--- src/hdl/ncs_defs.svh ---
`ifndef NCS_DEFS_SVH
`define NCS_DEFS_SVH
`define NCS_ADDR_W 12
`define NCS_OFS_SYNC_CTRL 12'h0219
`define NCS_OFS_RDIV_HI 12'h0217
`define NCS_OFS_RDIV_LO 12'h0218
`define NCS_SYNC_CTRL_RST 8'h02
`define NCS_RDIV_RST 16'h0000
`define NCS_BIT_ON_SYNC 1
`define NCS_BIT_ON_SYSREF 0
`endif

--- src/hdl/ncs_pkg.sv ---
package ncs_pkg;
  typedef enum logic [1:0] {
    NCS_ARM_IDLE,
    NCS_ARM_PRIMED,
    NCS_ARM_ARMED
  } ncs_arm_type;
  typedef enum logic {
    NCS_SYNC_WAIT_EDGE,
    NCS_SYNC_WAIT_BOUNDARY
  } ncs_sync_type;
endpackage

--- src/hdl/ncs_acc_if.sv ---
`timescale 1ns/1ps
// carries divisor, load strobe and phase between the control and accumulator
interface ncs_acc_if #(parameter int ACC_W = 32, parameter int DIV_W = 16);
  logic [DIV_W-1:0] rdiv;
  logic [ACC_W-1:0] freq;
  logic [ACC_W-1:0] phase_ofs;
  logic phase_init;
  logic [ACC_W-1:0] phase;
  modport ctrl (output rdiv, output freq, output phase_ofs,
    output phase_init, input phase);
  modport acc (input rdiv, input freq, input phase_ofs,
    input phase_init, output phase);
endinterface

--- src/hdl/ncs_phase_acc.sv ---
`timescale 1ns/1ps
// phase accumulator; with a nonzero divisor the fraction is tracked as a
// modulo-rdiv remainder so that frequency steps come out exact
module ncs_phase_acc #(
  parameter int ACC_W = 32,
  parameter int DIV_W = 16
) (
  input wire logic ref_clk_i,
  input wire logic rst_n_i,
  input wire logic [DIV_W-1:0] frac_num_i,
  ncs_acc_if.acc acc
);
  logic [ACC_W-1:0] phase_q;
  logic [DIV_W-1:0] rem_q;
  logic [DIV_W:0] rem_sum;
  logic carry;

  // remainder wraps at rdiv; a wrap adds one lsb to the phase
  always_comb begin
    rem_sum = {1'b0, rem_q} + {1'b0, frac_num_i};
    carry = (acc.rdiv != '0) && (rem_sum >= {1'b0, acc.rdiv});
  end

  // zero divisor leaves a plain accumulator
  always_ff @(posedge ref_clk_i or negedge rst_n_i) begin
    if (!rst_n_i) begin
      phase_q <= '0;
      rem_q <= '0;
    end else if (acc.phase_init) begin
      phase_q <= acc.phase_ofs;
      rem_q <= '0;
    end else begin
      phase_q <= phase_q + acc.freq + ACC_W'(carry);
      if (acc.rdiv == '0) begin
        rem_q <= '0;
      end else if (carry) begin
        rem_q <= DIV_W'(rem_sum - {1'b0, acc.rdiv});
      end else begin
        rem_q <= rem_sum[DIV_W-1:0];
      end
    end
  end

  assign acc.phase = phase_q;
endmodule // ncs_phase_acc

--- src/hdl/ncs_ctrl.sv ---
// Our own choice: strobed register access.
`timescale 1ns/1ps
`include "ncs_defs.svh"
// What this block does
// - 16-bit divisor resets to zero; zero gives a plain 32-bit accumulator.
// - one divisor register serves every oscillator preset.
// - sync-request bit set, reset 1: init phase at boundary after rising sync.
// - sync-request init works in both 8b/10b and 64b/66b modes.
// - in 64b/66b mode sync only triggers phase init, never touches link.
// - writing 0 then 1 to the sysref bit arms; next sysref rise inits.
// - after one sysref init, disarm until another 0-then-1 write.
module ncs_ctrl #(
  parameter int ACC_W = 32,
  parameter int DIV_W = 16,
  parameter int ADDR_W = `NCS_ADDR_W
) (
  input wire logic ref_clk_i,
  input wire logic rst_n_i,
  input wire logic [ADDR_W-1:0] reg_addr_i,
  input wire logic [7:0] reg_wdata_i,
  input wire logic reg_wr_i,
  input wire logic reg_rd_i,
  output logic [7:0] reg_rdata_o,
  input wire logic sync_n_i,
  input wire logic frame_boundary_i,
  input wire logic link_is_64b66b_i,
  input wire logic sysref_i,
  input wire logic [ACC_W-1:0] freq_word_i,
  input wire logic [DIV_W-1:0] frac_num_i,
  input wire logic [15:0] phase_word_i,
  output logic link_sync_n_o,
  output logic phase_init_o,
  output logic sysref_armed_o,
  output logic [ACC_W-1:0] phase_o
);
  logic [7:0] ctrl_q;
  logic [DIV_W-1:0] rdiv_q;
  logic sync_prev_q;
  logic sysref_prev_q;
  logic link_sync_n_q;
  logic phase_init_q;
  logic armed_q;
  logic [ACC_W-1:0] phase_q;
  ncs_pkg::ncs_arm_type arm_q;
  ncs_pkg::ncs_sync_type sync_st_q;
  logic sync_rise;
  logic sysref_rise;
  logic sync_fire;
  logic sysref_fire;
  logic wr_ctrl;

  ncs_acc_if #(.ACC_W(ACC_W), .DIV_W(DIV_W)) acc_bus ();

  // address decode shared by the read and write paths
  function automatic logic hit(input logic [ADDR_W-1:0] a,
                               input logic [ADDR_W-1:0] ofs);
    hit = (a == ofs);
  endfunction

  assign wr_ctrl = reg_wr_i && hit(reg_addr_i, ADDR_W'(`NCS_OFS_SYNC_CTRL));

  // control register keeps all eight bits; upper six steer nothing
  always_ff @(posedge ref_clk_i or negedge rst_n_i) begin
    if (!rst_n_i) begin
      ctrl_q <= `NCS_SYNC_CTRL_RST;
    end else if (wr_ctrl) begin
      ctrl_q <= reg_wdata_i;
    end
  end

  // one divisor for all presets, two byte halves
  always_ff @(posedge ref_clk_i or negedge rst_n_i) begin
    if (!rst_n_i) begin
      rdiv_q <= DIV_W'(`NCS_RDIV_RST);
    end else if (reg_wr_i) begin
      if (hit(reg_addr_i, ADDR_W'(`NCS_OFS_RDIV_HI))) begin
        rdiv_q[DIV_W-1:8] <= reg_wdata_i[DIV_W-9:0];
      end
      if (hit(reg_addr_i, ADDR_W'(`NCS_OFS_RDIV_LO))) begin
        rdiv_q[7:0] <= reg_wdata_i;
      end
    end
  end

  // read data one cycle after the strobe; unmapped reads give zero
  always_ff @(posedge ref_clk_i or negedge rst_n_i) begin
    if (!rst_n_i) begin
      reg_rdata_o <= 8'h00;
    end else if (reg_rd_i) begin
      if (hit(reg_addr_i, ADDR_W'(`NCS_OFS_SYNC_CTRL))) begin
        reg_rdata_o <= ctrl_q;
      end else if (hit(reg_addr_i, ADDR_W'(`NCS_OFS_RDIV_HI))) begin
        reg_rdata_o <= rdiv_q[DIV_W-1:8];
      end else if (hit(reg_addr_i, ADDR_W'(`NCS_OFS_RDIV_LO))) begin
        reg_rdata_o <= rdiv_q[7:0];
      end else begin
        reg_rdata_o <= 8'h00;
      end
    end else begin
      reg_rdata_o <= 8'h00;
    end
  end

  // edge history for the two trigger inputs
  always_ff @(posedge ref_clk_i or negedge rst_n_i) begin
    if (!rst_n_i) begin
      sync_prev_q <= 1'b1;
      sysref_prev_q <= 1'b0;
    end else begin
      sync_prev_q <= sync_n_i;
      sysref_prev_q <= sysref_i;
    end
  end

  assign sync_rise = sync_n_i && !sync_prev_q;
  assign sysref_rise = sysref_i && !sysref_prev_q;

  // wait for sync rise, then fire on the next frame boundary; same path for
  // both encodings
  always_ff @(posedge ref_clk_i or negedge rst_n_i) begin
    if (!rst_n_i) begin
      sync_st_q <= ncs_pkg::NCS_SYNC_WAIT_EDGE;
    end else begin
      case (sync_st_q)
        ncs_pkg::NCS_SYNC_WAIT_EDGE: begin
          if (ctrl_q[`NCS_BIT_ON_SYNC] && sync_rise) begin
            sync_st_q <= ncs_pkg::NCS_SYNC_WAIT_BOUNDARY;
          end
        end
        ncs_pkg::NCS_SYNC_WAIT_BOUNDARY: begin
          if (!ctrl_q[`NCS_BIT_ON_SYNC] || frame_boundary_i) begin
            sync_st_q <= ncs_pkg::NCS_SYNC_WAIT_EDGE;
          end
        end
        default: sync_st_q <= ncs_pkg::NCS_SYNC_WAIT_EDGE;
      endcase
    end
  end

  assign sync_fire = (sync_st_q == ncs_pkg::NCS_SYNC_WAIT_BOUNDARY) &&
                     ctrl_q[`NCS_BIT_ON_SYNC] && frame_boundary_i;

  // sync reaches the link only in 8b/10b; held released in 64b/66b
  always_ff @(posedge ref_clk_i or negedge rst_n_i) begin
    if (!rst_n_i) begin
      link_sync_n_q <= 1'b1;
    end else begin
      link_sync_n_q <= link_is_64b66b_i ? 1'b1 : sync_n_i;
    end
  end

  // arming needs a written 0 then a written 1; one shot per arming
  always_ff @(posedge ref_clk_i or negedge rst_n_i) begin
    if (!rst_n_i) begin
      arm_q <= ncs_pkg::NCS_ARM_IDLE;
    end else begin
      case (arm_q)
        ncs_pkg::NCS_ARM_IDLE: begin
          if (wr_ctrl && !reg_wdata_i[`NCS_BIT_ON_SYSREF]) begin
            arm_q <= ncs_pkg::NCS_ARM_PRIMED;
          end
        end
        ncs_pkg::NCS_ARM_PRIMED: begin
          if (wr_ctrl && reg_wdata_i[`NCS_BIT_ON_SYSREF]) begin
            arm_q <= ncs_pkg::NCS_ARM_ARMED;
          end
        end
        ncs_pkg::NCS_ARM_ARMED: begin
          // a fresh 0 write re-primes; an edge disarms
          if (wr_ctrl && !reg_wdata_i[`NCS_BIT_ON_SYSREF]) begin
            arm_q <= ncs_pkg::NCS_ARM_PRIMED;
          end else if (sysref_rise) begin
            arm_q <= ncs_pkg::NCS_ARM_IDLE;
          end
        end
        default: arm_q <= ncs_pkg::NCS_ARM_IDLE;
      endcase
    end
  end

  // a re-priming 0 write in the edge cycle wins; arm goes primed, edge not taken
  assign sysref_fire = (arm_q == ncs_pkg::NCS_ARM_ARMED) && sysref_rise &&
                       !(wr_ctrl && !reg_wdata_i[`NCS_BIT_ON_SYSREF]);

  // one-cycle init pulse from either trigger
  always_ff @(posedge ref_clk_i or negedge rst_n_i) begin
    if (!rst_n_i) begin
      phase_init_q <= 1'b0;
    end else begin
      phase_init_q <= sync_fire || sysref_fire;
    end
  end

  // armed flag mirrored out for status
  always_ff @(posedge ref_clk_i or negedge rst_n_i) begin
    if (!rst_n_i) begin
      armed_q <= 1'b0;
    end else begin
      armed_q <= (arm_q == ncs_pkg::NCS_ARM_ARMED) && !sysref_fire;
    end
  end

  // accumulator feed; phase offset left-justified into the word
  assign acc_bus.rdiv = rdiv_q;
  assign acc_bus.freq = freq_word_i;
  assign acc_bus.phase_ofs = {phase_word_i, {(ACC_W-16){1'b0}}};
  assign acc_bus.phase_init = phase_init_q;

  ncs_phase_acc #(.ACC_W(ACC_W), .DIV_W(DIV_W)) u_acc (
    .ref_clk_i(ref_clk_i),
    .rst_n_i(rst_n_i),
    .frac_num_i(frac_num_i),
    .acc(acc_bus.acc)
  );

  // registered phase output
  always_ff @(posedge ref_clk_i or negedge rst_n_i) begin
    if (!rst_n_i) begin
      phase_q <= '0;
    end else begin
      phase_q <= acc_bus.phase;
    end
  end

  assign link_sync_n_o = link_sync_n_q;
  assign phase_init_o = phase_init_q;
  assign sysref_armed_o = armed_q;
  assign phase_o = phase_q;
endmodule // ncs_ctrl

--- config.mk ---
export PLATFORM = sky130hd
export DESIGN_NAME = ncs_ctrl
export DESIGN_NICKNAME = d
export VERILOG_FILES = /design/src/hdl/ncs_pkg.sv /design/src/hdl/ncs_acc_if.sv /design/src/hdl/ncs_phase_acc.sv /design/src/hdl/ncs_ctrl.sv
export VERILOG_INCLUDE_DIRS = /design/src /design/src/hdl
export SDC_FILE = /design/constraint.sdc
export NUM_CORES = 1
export LEC_CHECK = 0
export BUFFER_PORTS_ARGS = -buffer_cell sky130_fd_sc_hd__buf_2
export CAP_MARGIN = 10
export CORE_MARGIN = 4
export CORE_UTILIZATION = 28
export CTS_CLUSTER_DIAMETER = 200
export DETAILED_ROUTE_END_ITERATION = 10
export PLACE_DENSITY = 0.58
export SETUP_SLACK_MARGIN = 0.3
export SLEW_MARGIN = 20
export SYNTH_ARGS = -nofsm -noshare
export SYNTH_HDL_FRONTEND = slang
export SYNTH_HIERARCHICAL = 1
export SYNTH_SLANG_ARGS = --single-unit
export TNS_END_PERCENT = 30
--- constraint.sdc ---
create_clock -name ref_clk_i -period 5.56 [get_ports ref_clk_i]
set_input_delay 1.112 -clock ref_clk_i [delete_from_list [all_inputs] [get_ports ref_clk_i]]
set_output_delay 1.112 -clock ref_clk_i [all_outputs]
set_load 0.05 [all_outputs]
==> results.sh, run 1 <==
export IMPL_end_kind="flop"
export IMPL_clk_insertion_delay_late_ns=0.42
export IMPL_fin_ws_ns=-0.392
export IMPL_clk_pin_slew_ns=0.07
export IMPL_core_area_mm2=0.0260
export IMPL_hpwlAfterDp_mm=15.7
export IMPL_synth_edf_count=0
export IMPL_worst_slew_pin_slew_ns=1.02
export IMPL_syn2layout_area_growth_pct=34.4
export IMPL_std_cell_rows=59
export IMPL_drtIter0Drc=248
export IMPL_routedWlPerCell_um=15.6
export IMPL_crit_fanout=4
export IMPL_arrival_ns=6.21
export IMPL_die_x_um=170
export IMPL_vias_per_cell=4.76
export IMPL_fin_nets=1127
export IMPL_clkPwrFrac_pct=24.7
export IMPL_hp_class="reg2reg"
export IMPL_synth_cells=730
export IMPL_rsz0062_at_grt="yes"
export IMPL_power_frac_comb_pct=48.6
export IMPL_cts_tree="built"
export IMPL_post_route_drc_count=0
export IMPL_drtPass1Iterations=4
export IMPL_io_buffer_count=134
export IMPL_synth_async_reset_ratio_pct=100
export IMPL_ys_types=80
export IMPL_grt_usage_pct=14.3
export IMPL_antenna_found_initial=12
export IMPL_finalCritPeriodShare_pct=107
export IMPL_place_inst=1268
export IMPL_ios=135
export IMPL_critPathMaxStageDelay_ns=0.41
export IMPL_routabilityCongestion=0.834
export IMPL_wl_mm=20.5
export IMPL_hold_viol_final=0
export IMPL_initial_core_util_pct=28.3
export IMPL_clock_path_buffers=2
export IMPL_ctsHtreeMaxLevel=4
export IMPL_reg2reg_depth=29
export IMPL_cts_hold_buf=0
export IMPL_max_freq_ghz=0.168
export IMPL_crit_path_top_delay_cell="a2111oi_4"
export IMPL_p_sw_share_pct=41.6
export IMPL_slew_viol_final=0
export IMPL_cap_violations=0
export IMPL_p_leak_nw=4.65
export IMPL_clock_sinks=120
export IMPL_placed_cell_area_mm2=0.00900
export IMPL_violations="setup timing"
export IMPL_cp_data_required_time_ns=5.82
export IMPL_path_class="in2reg"
export IMPL_p_switching_w=0.00195
export IMPL_avgSynthCellArea_um2=10.1
export IMPL_grt_pass1_vias=6568
export IMPL_final_layout_size_suffix_gt1_share_pct=33.3
export IMPL_via_count=6273
export IMPL_fillers=2605
export IMPL_layout_cells_non_filler=1318
export IMPL_seq_power_share_pct=26.8
export IMPL_layout_common_cells="buf_2, dfrtp_1, buf_4"
export IMPL_power_internal_w=0.00275
export IMPL_p_per_area_mw_per_mm2=476
export IMPL_min_period_ns=5.95
export IMPL_yosysWarnings=6
export IMPL_status="finished with violations"
export IMPL_grt_max_degree=71
export IMPL_ys_seq_area_share_pct=40.9
export IMPL_synth_seq_cells=120
export IMPL_drtAntennaViolNets=0
export IMPL_start_kind="input port"
export IMPL_die_h_um=170
export IMPL_slew_headroom_pct=31.6
export IMPL_final_common_cell="buf_2"
export IMPL_setup_violations_final=19
export IMPL_ys_flop_type="dfrtp_1"
export IMPL_min_path_cells=0
export IMPL_syn_cell_area_mm2=0.00736
export IMPL_final_area_mm2=0.00989
export IMPL_clockRootBuffer="clkbuf_16"
export IMPL_vdd_drop_max_mv=0.343
export IMPL_grt_overflow_total=0
export IMPL_dieArea_mm2=0.0289
export IMPL_numCtsBuffers=17
export IMPL_skew_ns=0.0118
export IMPL_grt_pass1_wl_mm=33.0
metrics by stage:
step	setup WS (ns)	total power (W)	util, %	setup TNS (ns)	hold WS, ns
floorplan	-0.570	0.00282	-	-7.37	0.354
global placement	-0.764	0.00338	34.6	-12.30	0.363
detailed placement	-0.880	0.00339	34.6	-14.79	0.367
CTS	-0.291	0.00466	37.5	-3.60	0.386
global route	-0.681	0.00501	38.0	-11.12	0.392
finish	-0.392	0.00470	38.0	-4.86	0.383
logic make-up after synthesis:
| kind of cell | synth area share (%) |
|---|---|
| compound gates | 18.9 |
| simple gates | 13.4 |
| flops | 40.9 |
| fa+ha+maj | 11.6 |
| buf+inv | 3.08 |
| xor+xnor | 5.95 |
| mux | 6.07 |
| other cells | 0.0510 |
flip-flops by register name (all words and copies together) (netlist names):
register         flops
sync_st_q            1
sysref_prev_q        1
phase_init_o         1
ctrl_q               8
u_acc/acc.phase     32
reg_rdata_o          8
acc_bus.rdiv        16
sync_prev_q          1
link_sync_n_o        1
u_acc/rem_q         16
arm_q                2
sysref_armed_o       1
phase_o             32
metal layers:
layer	track usage [%]	vias to the layer above	share of wire, %
met3	5.25	47	7.0
met1	17.1	2964	43
met2	24.4	138	48
li1	-	3102	-
met4	3.61	22	1.3
met5	0	-	0.62
final timing paths:
check | start | to | slack [ns]
max reg2reg | u_acc/rem_q[0] | u_acc/acc.phase[18] | 0.01
min in group asynchronous | rst_n_i | phase_o[16] | 0.58
min | u_acc/acc.phase[15] | phase_o[15] | 0.38
max in group asynchronous | rst_n_i | phase_init_o | 3.88
min reg2reg | u_acc/acc.phase[15] | phase_o[15] | 0.38
max | frac_num_i[0] | u_acc/acc.phase[18] | -0.39
power groups by stage:
stage	registers, W	clock network, W	logic [W]
3_5_place_dp	0.00128	0	0.00211
6_report	0.00126	0.00116	0.00228
4_1_cts	0.00127	0.00119	0.00219
5_1_grt	0.00130	0.00123	0.00249
2_1_floorplan	0.00167	0	0.00115
3_3_place_gp	0.00128	0	0.00210
worst max-delay path, delay by kind of cell:
family / cells / cell delay [ns]
simple gates: 5 / 0.72
xor+xnor: 2 / 0.42
fa+ha+maj: 5 / 1.20
compound gates: 14 / 2.38
buf+inv: 4 / 0.35
Yosys cell counts, types with 3 or more instances:
cell type / number / share of area [%]
a211oi_1: 11 / 1.1
a21o_1: 22 / 2.2
a21oi_1: 46 / 3.1
a31oi_1: 3 / 0.26
and3_1: 4 / 0.34
buf_1: 3 / 0.15
buf_6: 3 / 0.46
clkbuf_1: 8 / 0.41
dfrtp_1: 117 / 40
dfstp_2: 3 / 1.1
fa_1: 4 / 1.1
ha_1: 62 / 11
inv_1: 39 / 2.0
mux2_2: 21 / 3.2
mux2_4: 4 / 0.82
mux2i_1: 15 / 2.0
nand2_1: 56 / 2.9
nand2b_1: 6 / 0.51
nand3_1: 6 / 0.41
nand3b_1: 3 / 0.31
nand4_1: 10 / 0.85
nor2_1: 49 / 2.5
nor2b_1: 10 / 0.85
nor3_1: 9 / 0.61
nor3b_1: 6 / 0.61
nor4_1: 5 / 0.43
o21a_1: 9 / 0.92
o21ai_0: 63 / 4.3
o21ai_1: 9 / 0.61
o21bai_1: 9 / 0.92
o31a_1: 4 / 0.48
o31ai_1: 3 / 0.31
or3_1: 3 / 0.26
xnor2_1: 30 / 3.6
xor2_1: 20 / 2.4
timing repair:
action | 4_1_cts | 5_1_grt
setup endpoints to repair | 24 | 28
gates resized for setup | 14 | 17
setup buffers | 7 | 10
pin swaps | 20 | 18
final cells by class:
class | instances | area (um^2) | area share, %
antenna | 1 | 2.50 | 0.0253
clock buffer | 19 | 443 | 4.48
tap | 335 | 419 | 4.24
inverter | 39 | 146 | 1.48
sequential | 120 | 3010 | 30.4
timing repair buffer | 220 | 1330 | 13.4
multi-input combinational | 571 | 4370 | 44.2
clock inverter | 13 | 170 | 1.72
No activity file was read; power rests on OpenSTA's default activity.
==> run 2: changes to the inputs <==
--- a/config.mk
+++ b/config.mk
@@ -8,6 +8,7 @@
 export LEC_CHECK = 0
 export BUFFER_PORTS_ARGS = -buffer_cell sky130_fd_sc_hd__buf_2
 export CAP_MARGIN = 10
+export CORE_ASPECT_RATIO = 1.1
 export CORE_MARGIN = 4
 export CORE_UTILIZATION = 28
 export CTS_CLUSTER_DIAMETER = 200
==> results.sh, run 2 (same netlist as run 1, synthesis figures left out) <==
export IMPL_slew_headroom_pct=33.5
export IMPL_crit_path_top_delay_cell="fa_2"
export IMPL_dieArea_mm2=0.0289
export IMPL_hp_start="u_acc/acc.phase[3]"
export IMPL_seqCellArea_mm2=0.00301
export IMPL_vias_per_cell=4.74
export IMPL_cts_tree="built"
export IMPL_cp_data_required_time_ns=5.87
export IMPL_clkPwrFrac_pct=23.2
export IMPL_initial_core_util_pct=28.8
export IMPL_worst_slew_pin_slew_ns=0.989
export IMPL_reg2reg_depth=29
export IMPL_p_sw_share_pct=41.9
export IMPL_min_path_cells=0
export IMPL_p_switching_w=0.00195
export IMPL_hold_viol_final=0
export IMPL_power_frac_comb_pct=49.7
export IMPL_fillers=2570
export IMPL_start_kind="input port"
export IMPL_grt_usage_pct=14.5
export IMPL_vdd_drop_max_mv=0.346
export IMPL_antenna_found_initial=7
export IMPL_path_class="in2reg"
export IMPL_cts_hold_buf=0
export IMPL_worstReg2RegStart="u_acc/rem_q[0]"
export IMPL_cap_violations=0
export IMPL_grt_overflow_total=0
export IMPL_routabilityCongestion=0.860
export IMPL_grt_max_degree=71
export IMPL_min_period_ns=5.85
export IMPL_drtAntennaViolNets=0
export IMPL_timing_reg2reg_setup_slack_ns=0.11
export IMPL_arrival_ns=6.16
export IMPL_die_h_um=178
export IMPL_io_buffer_count=134
export IMPL_power_internal_w=0.00270
export IMPL_skew_ns=0.0118
export IMPL_status="finished with violations"
export IMPL_post_route_drc_count=0
export IMPL_hp_class="reg2reg"
export IMPL_min_to="phase_o[3]"
export IMPL_drtIter0Drc=253
export IMPL_max_freq_ghz=0.171
export IMPL_grt_pass1_vias=6496
export IMPL_ios=135
export IMPL_setup_tns_ns=-3.45
export IMPL_fin_nets=1136
export IMPL_routedWlPerCell_um=15.5
export IMPL_grt_pass1_wl_mm=33.1
export IMPL_via_count=6340
export IMPL_drtPass1Iterations=4
export IMPL_p_per_area_mw_per_mm2=469
export IMPL_std_cell_rows=61
export IMPL_core_area_mm2=0.0256
export IMPL_clockRootBuffer="clkbuf_16"
export IMPL_violations="setup timing"
export IMPL_clock_path_buffers=2
export IMPL_syn2layout_area_growth_pct=34.8
export IMPL_clock_sinks=120
export IMPL_crit_fanout=4
export IMPL_diodes=0
export IMPL_clk_pin_slew_ns=0.06
export IMPL_fin_ws_ns=-0.290
export IMPL_slew_viol_final=0
export IMPL_numCtsBuffers=17
export IMPL_final_layout_size_suffix_gt1_share_pct=33.7
export IMPL_r2r_end="u_acc/acc.phase[31]"
export IMPL_wl_mm=20.7
export IMPL_rsz0062_at_grt="yes"
export IMPL_die_x_um=163
export IMPL_place_ws_ns=-0.859
export IMPL_p_leak_nw=4.67
export IMPL_ctsHtreeMaxLevel=4
export IMPL_hpwlAfterDp_mm=15.7
export IMPL_clk_insertion_delay_late_ns=0.42
export IMPL_final_common_cell="buf_2"
export IMPL_finalCritPeriodShare_pct=105
export IMPL_layout_common_cells="buf_2, dfrtp_1, buf_4"
export IMPL_end_kind="flop"
export IMPL_setup_violations_final=19
export IMPL_multiInputGateArea_mm2=0.00437
export IMPL_critPathMaxStageDelay_ns=0.35
export IMPL_seq_power_share_pct=27.1
## run 2: power by group through the flow
stage	combinational [W]	clock, W	sequential (W)
after floorplan	0.00115	0	0.00167
after global placement	0.00211	0	0.00128
after detailed placement	0.00212	0	0.00127
after CTS	0.00225	0.00111	0.00127
after global routing	0.00252	0.00115	0.00129
final	0.00231	0.00108	0.00126
## run 2: cell type report
type	instances	area share, %
Clock buffer	20	4.40
Clock inverter	12	1.29
Inverter	39	1.48
Multi-Input combinational cell	571	44.0
Sequential cell	120	30.3
Tap cell	346	4.37
Timing Repair Buffer	229	14.1
## run 2: critical path, delay by kind of cell
kind,cells,cell delay [ns]
XOR/XNOR,1,0.16
AO/OA/AOI/OAI,15,2.62
AND/OR/NAND/NOR,6,0.86
buffers and inverters,4,0.36
adder cells (fa/ha/maj),4,1.03
## run 2: through the flow
stage | instance area [um^2] | instances | utilization (%) | hold slack, ns | total power (W)
CTS | 9810 | 1328 | 38.4 | 0.380 | 0.00462
global placement | 9050 | 1284 | 35.4 | 0.364 | 0.00338
finish | 9910 | 1337 | 38.8 | 0.379 | 0.00465
floorplan | 7460 | 745 | - | 0.354 | 0.00282
detailed placement | 9050 | 1284 | 35.4 | 0.366 | 0.00339
global route | 9910 | 1337 | 38.8 | 0.393 | 0.00495
## run 2: how the worst max path moves through the flow
| stage | cells after the start | to | from | slack, ns |
|---|---|---|---|---|
| after detailed placement | 30 | u_acc/acc.phase[30] | frac_num_i[0] | -0.86 |
| after floorplan | 31 | u_acc/acc.phase[30] | frac_num_i[0] | -0.57 |
| after CTS | 30 | u_acc/acc.phase[31] | frac_num_i[0] | -0.27 |
| after global routing | 30 | u_acc/acc.phase[16] | frac_num_i[0] | -0.67 |
| final | 30 | u_acc/acc.phase[31] | frac_num_i[0] | -0.29 |
| after global placement | 31 | u_acc/acc.phase[30] | frac_num_i[0] | -0.77 |
## run 2: layer usage
metal / track usage [%] / vias up / part of all wire, %
li1: - / 3120 / -
met1: 17.5 / 3012 / 42
met2: 25.6 / 152 / 50
met3: 4.16 / 42 / 5.8
met4: 3.84 / 14 / 1.7
met5: 0 / - / 0.40
## run 2: what timing repair did
action / 4_1_cts / 5_1_grt
buffers inserted: 12 / 9
setup endpoints to repair: 23 / 28
resized for setup: 20 / 9
pin swaps: 20 / 12
==> run 3: changes to the inputs <==
--- a/config.mk
+++ b/config.mk
@@ -13,7 +13,7 @@
 export CORE_UTILIZATION = 28
 export CTS_CLUSTER_DIAMETER = 200
 export DETAILED_ROUTE_END_ITERATION = 10
-export PLACE_DENSITY = 0.58
+export PLACE_DENSITY = 0.57
 export SETUP_SLACK_MARGIN = 0.3
 export SLEW_MARGIN = 20
 export SYNTH_ARGS = -nofsm -noshare
==> constraint.sdc (replaced) <==
create_clock -name ref_clk_i -period 6.3 [get_ports ref_clk_i]
set_input_delay 1.26 -clock ref_clk_i [delete_from_list [all_inputs] [get_ports ref_clk_i]]
set_output_delay 1.26 -clock ref_clk_i [all_outputs]
set_load 0.05 [all_outputs]
==> results.sh, run 3 (same netlist as run 1, synthesis figures left out) <==
export IMPL_max_freq_ghz=0.165
export IMPL_path_class="in2reg"
export IMPL_std_cell_rows=61
export IMPL_grt_overflow_total=0
export IMPL_min_to="phase_o[6]"
export IMPL_critPathBufInv=4
export IMPL_crit_fanout=4
export IMPL_vdd_drop_max_mv=0.266
export IMPL_hp_class="reg2reg"
export IMPL_die_h_um=178
export IMPL_cts_hold_buf=0
export IMPL_drtIter0Drc=302
export IMPL_arrival_ns=6.34
export IMPL_hp_start="u_acc/acc.phase[6]"
export IMPL_initial_core_util_pct=28.8
export IMPL_hold_viol_final=0
export IMPL_placed_cell_area_mm2=0.00880
export IMPL_cp_data_required_time_ns=6.58
export IMPL_skew_ns=0.00937
export IMPL_layout_common_cells="buf_2, dfrtp_1, o21ai_0, ha_1, nand2_1"
export IMPL_end_kind="flop"
export IMPL_clock_path_buffers=2
export IMPL_clockRootBuffer="clkbuf_16"
export IMPL_io_buffer_count=134
export IMPL_min_period_ns=6.07
export IMPL_layout_cells_non_filler=1299
export IMPL_critPathMaxStageDelay_ns=0.34
export IMPL_routedWlPerCell_um=15.4
export IMPL_start_kind="input port"
export IMPL_clk_insertion_delay_late_ns=0.41
export IMPL_clock_sinks=120
export IMPL_numCtsBuffers=17
export IMPL_final_area_mm2=0.00966
export IMPL_dieArea_mm2=0.0289
export IMPL_p_leak_nw=4.50
export IMPL_post_route_drc_count=0
export IMPL_place_inst=1253
export IMPL_min_path_cells=0
export IMPL_cts_tree="built"
export IMPL_final_common_cell="buf_2"
export IMPL_ios=135
export IMPL_core_area_mm2=0.0256
export IMPL_routabilityCongestion=0.847
export IMPL_vias_per_cell=4.70
export IMPL_drtPass1Iterations=5
export IMPL_ctsHtreeMaxLevel=4
export IMPL_reg2reg_depth=30
export IMPL_grt_max_degree=76
export IMPL_antenna_found_initial=8
export IMPL_grt_usage_pct=13.8
export IMPL_wl_mm=20.0
export IMPL_slew_headroom_pct=27.7
export IMPL_crit_path_top_delay_cell="fa_2"
export IMPL_worstReg2RegStart="u_acc/rem_q[0]"
export IMPL_status="completed"
export IMPL_setup_tns_ns=0
export IMPL_hpwlAfterDp_mm=15.2
export IMPL_grt_pass1_vias=6290
export IMPL_critical_path_top_delay_family="compound AO/OA/AOI/OAI gates"
export IMPL_r2r_end="u_acc/acc.phase[16]"
export IMPL_grt_pass1_wl_mm=31.5
export IMPL_worst_slew_pin_slew_ns=1.08
export IMPL_slew_viol_final=0
export IMPL_final_layout_size_suffix_gt1_share_pct=30.7
export IMPL_clk_pin_slew_ns=0.06
export IMPL_finalCritPeriodShare_pct=96.3
export IMPL_crit_top_cell="fa_2"
export IMPL_fin_nets=1095
export IMPL_fin_util_pct=37.8
export IMPL_drtAntennaViolNets=0
export IMPL_timing_reg2reg_setup_slack_ns=0.79
export IMPL_setup_violations_final=0
export IMPL_rsz0062_at_grt="yes"
export IMPL_p_per_area_mw_per_mm2=425
export IMPL_cap_violations=0
export IMPL_via_count=6102
export IMPL_syn2layout_area_growth_pct=31.3
export IMPL_die_x_um=163
## run 3: worst register-to-register path, delay by kind of cell, from the launching register on
kind / cells / cell delay (ns)
AO/OA/AOI/OAI: 15 / 2.39
XOR/XNOR: 2 / 0.40
adder cells (fa/ha/maj): 5 / 1.22
buffers and inverters: 3 / 0.29
flip-flops: 1 / 0.36
AND/OR/NAND/NOR: 5 / 0.72
## run 3: power breakdown
part | total (W) | switching [W] | internal [W]
Clock | 0.00101 | 0.000367 | 0.000646
Combinational | 0.00198 | 0.00122 | 0.000763
Sequential | 0.00111 | 0.000106 | 0.00100
Total | 0.00410 | 0.00169 | 0.00241
## run 3: timing repair
item	4_1_cts	5_1_grt
pin swaps	5	17
setup endpoints to repair	8	18
gates resized for setup	6	22
buffers inserted	0	10
## run 3: cell type report
type | instances | area (um^2)
repair buffers | 188 | 1100
inverters | 39 | 146
flip-flops and latches | 120 | 3010
well taps | 346 | 433
fillers | 2590 | 15900
clock inverters | 10 | 143
clock buffers | 22 | 464
diodes | 3 | 7.51
multi-input cells | 571 | 4350
## run 3: worst max path at each step
| stage | startpoint | to | slack [ns] | depth (start not counted) |
|---|---|---|---|---|
| floorplan | frac_num_i[0] | u_acc/acc.phase[30] | 0.02 | 31 |
| global placement | frac_num_i[0] | u_acc/acc.phase[30] | -0.16 | 31 |
| detailed placement | frac_num_i[0] | u_acc/acc.phase[30] | -0.26 | 30 |
| CTS | frac_num_i[0] | u_acc/acc.phase[16] | 0.28 | 31 |
| global route | frac_num_i[0] | u_acc/acc.phase[16] | -0.14 | 31 |
| finish | frac_num_i[0] | u_acc/acc.phase[16] | 0.23 | 31 |
## run 3: metrics by stage
stage                     hold slack [ns]  total power (W)  setup WS (ns)
after global placement              0.364          0.00296         -0.164
final                               0.383          0.00410          0.234
after CTS                           0.382          0.00402          0.276
after detailed placement            0.371          0.00297         -0.263
after floorplan                     0.354          0.00248         0.0216
after global routing                0.387          0.00437         -0.145
## run 3: per-layer routing
metal  routed length [um]  global-route usage [%]
met4                  280                    3.91
met3                 1150                    3.86
met5                   72                       0
met1                 8710                    17.2
met2                 9740                    23.5
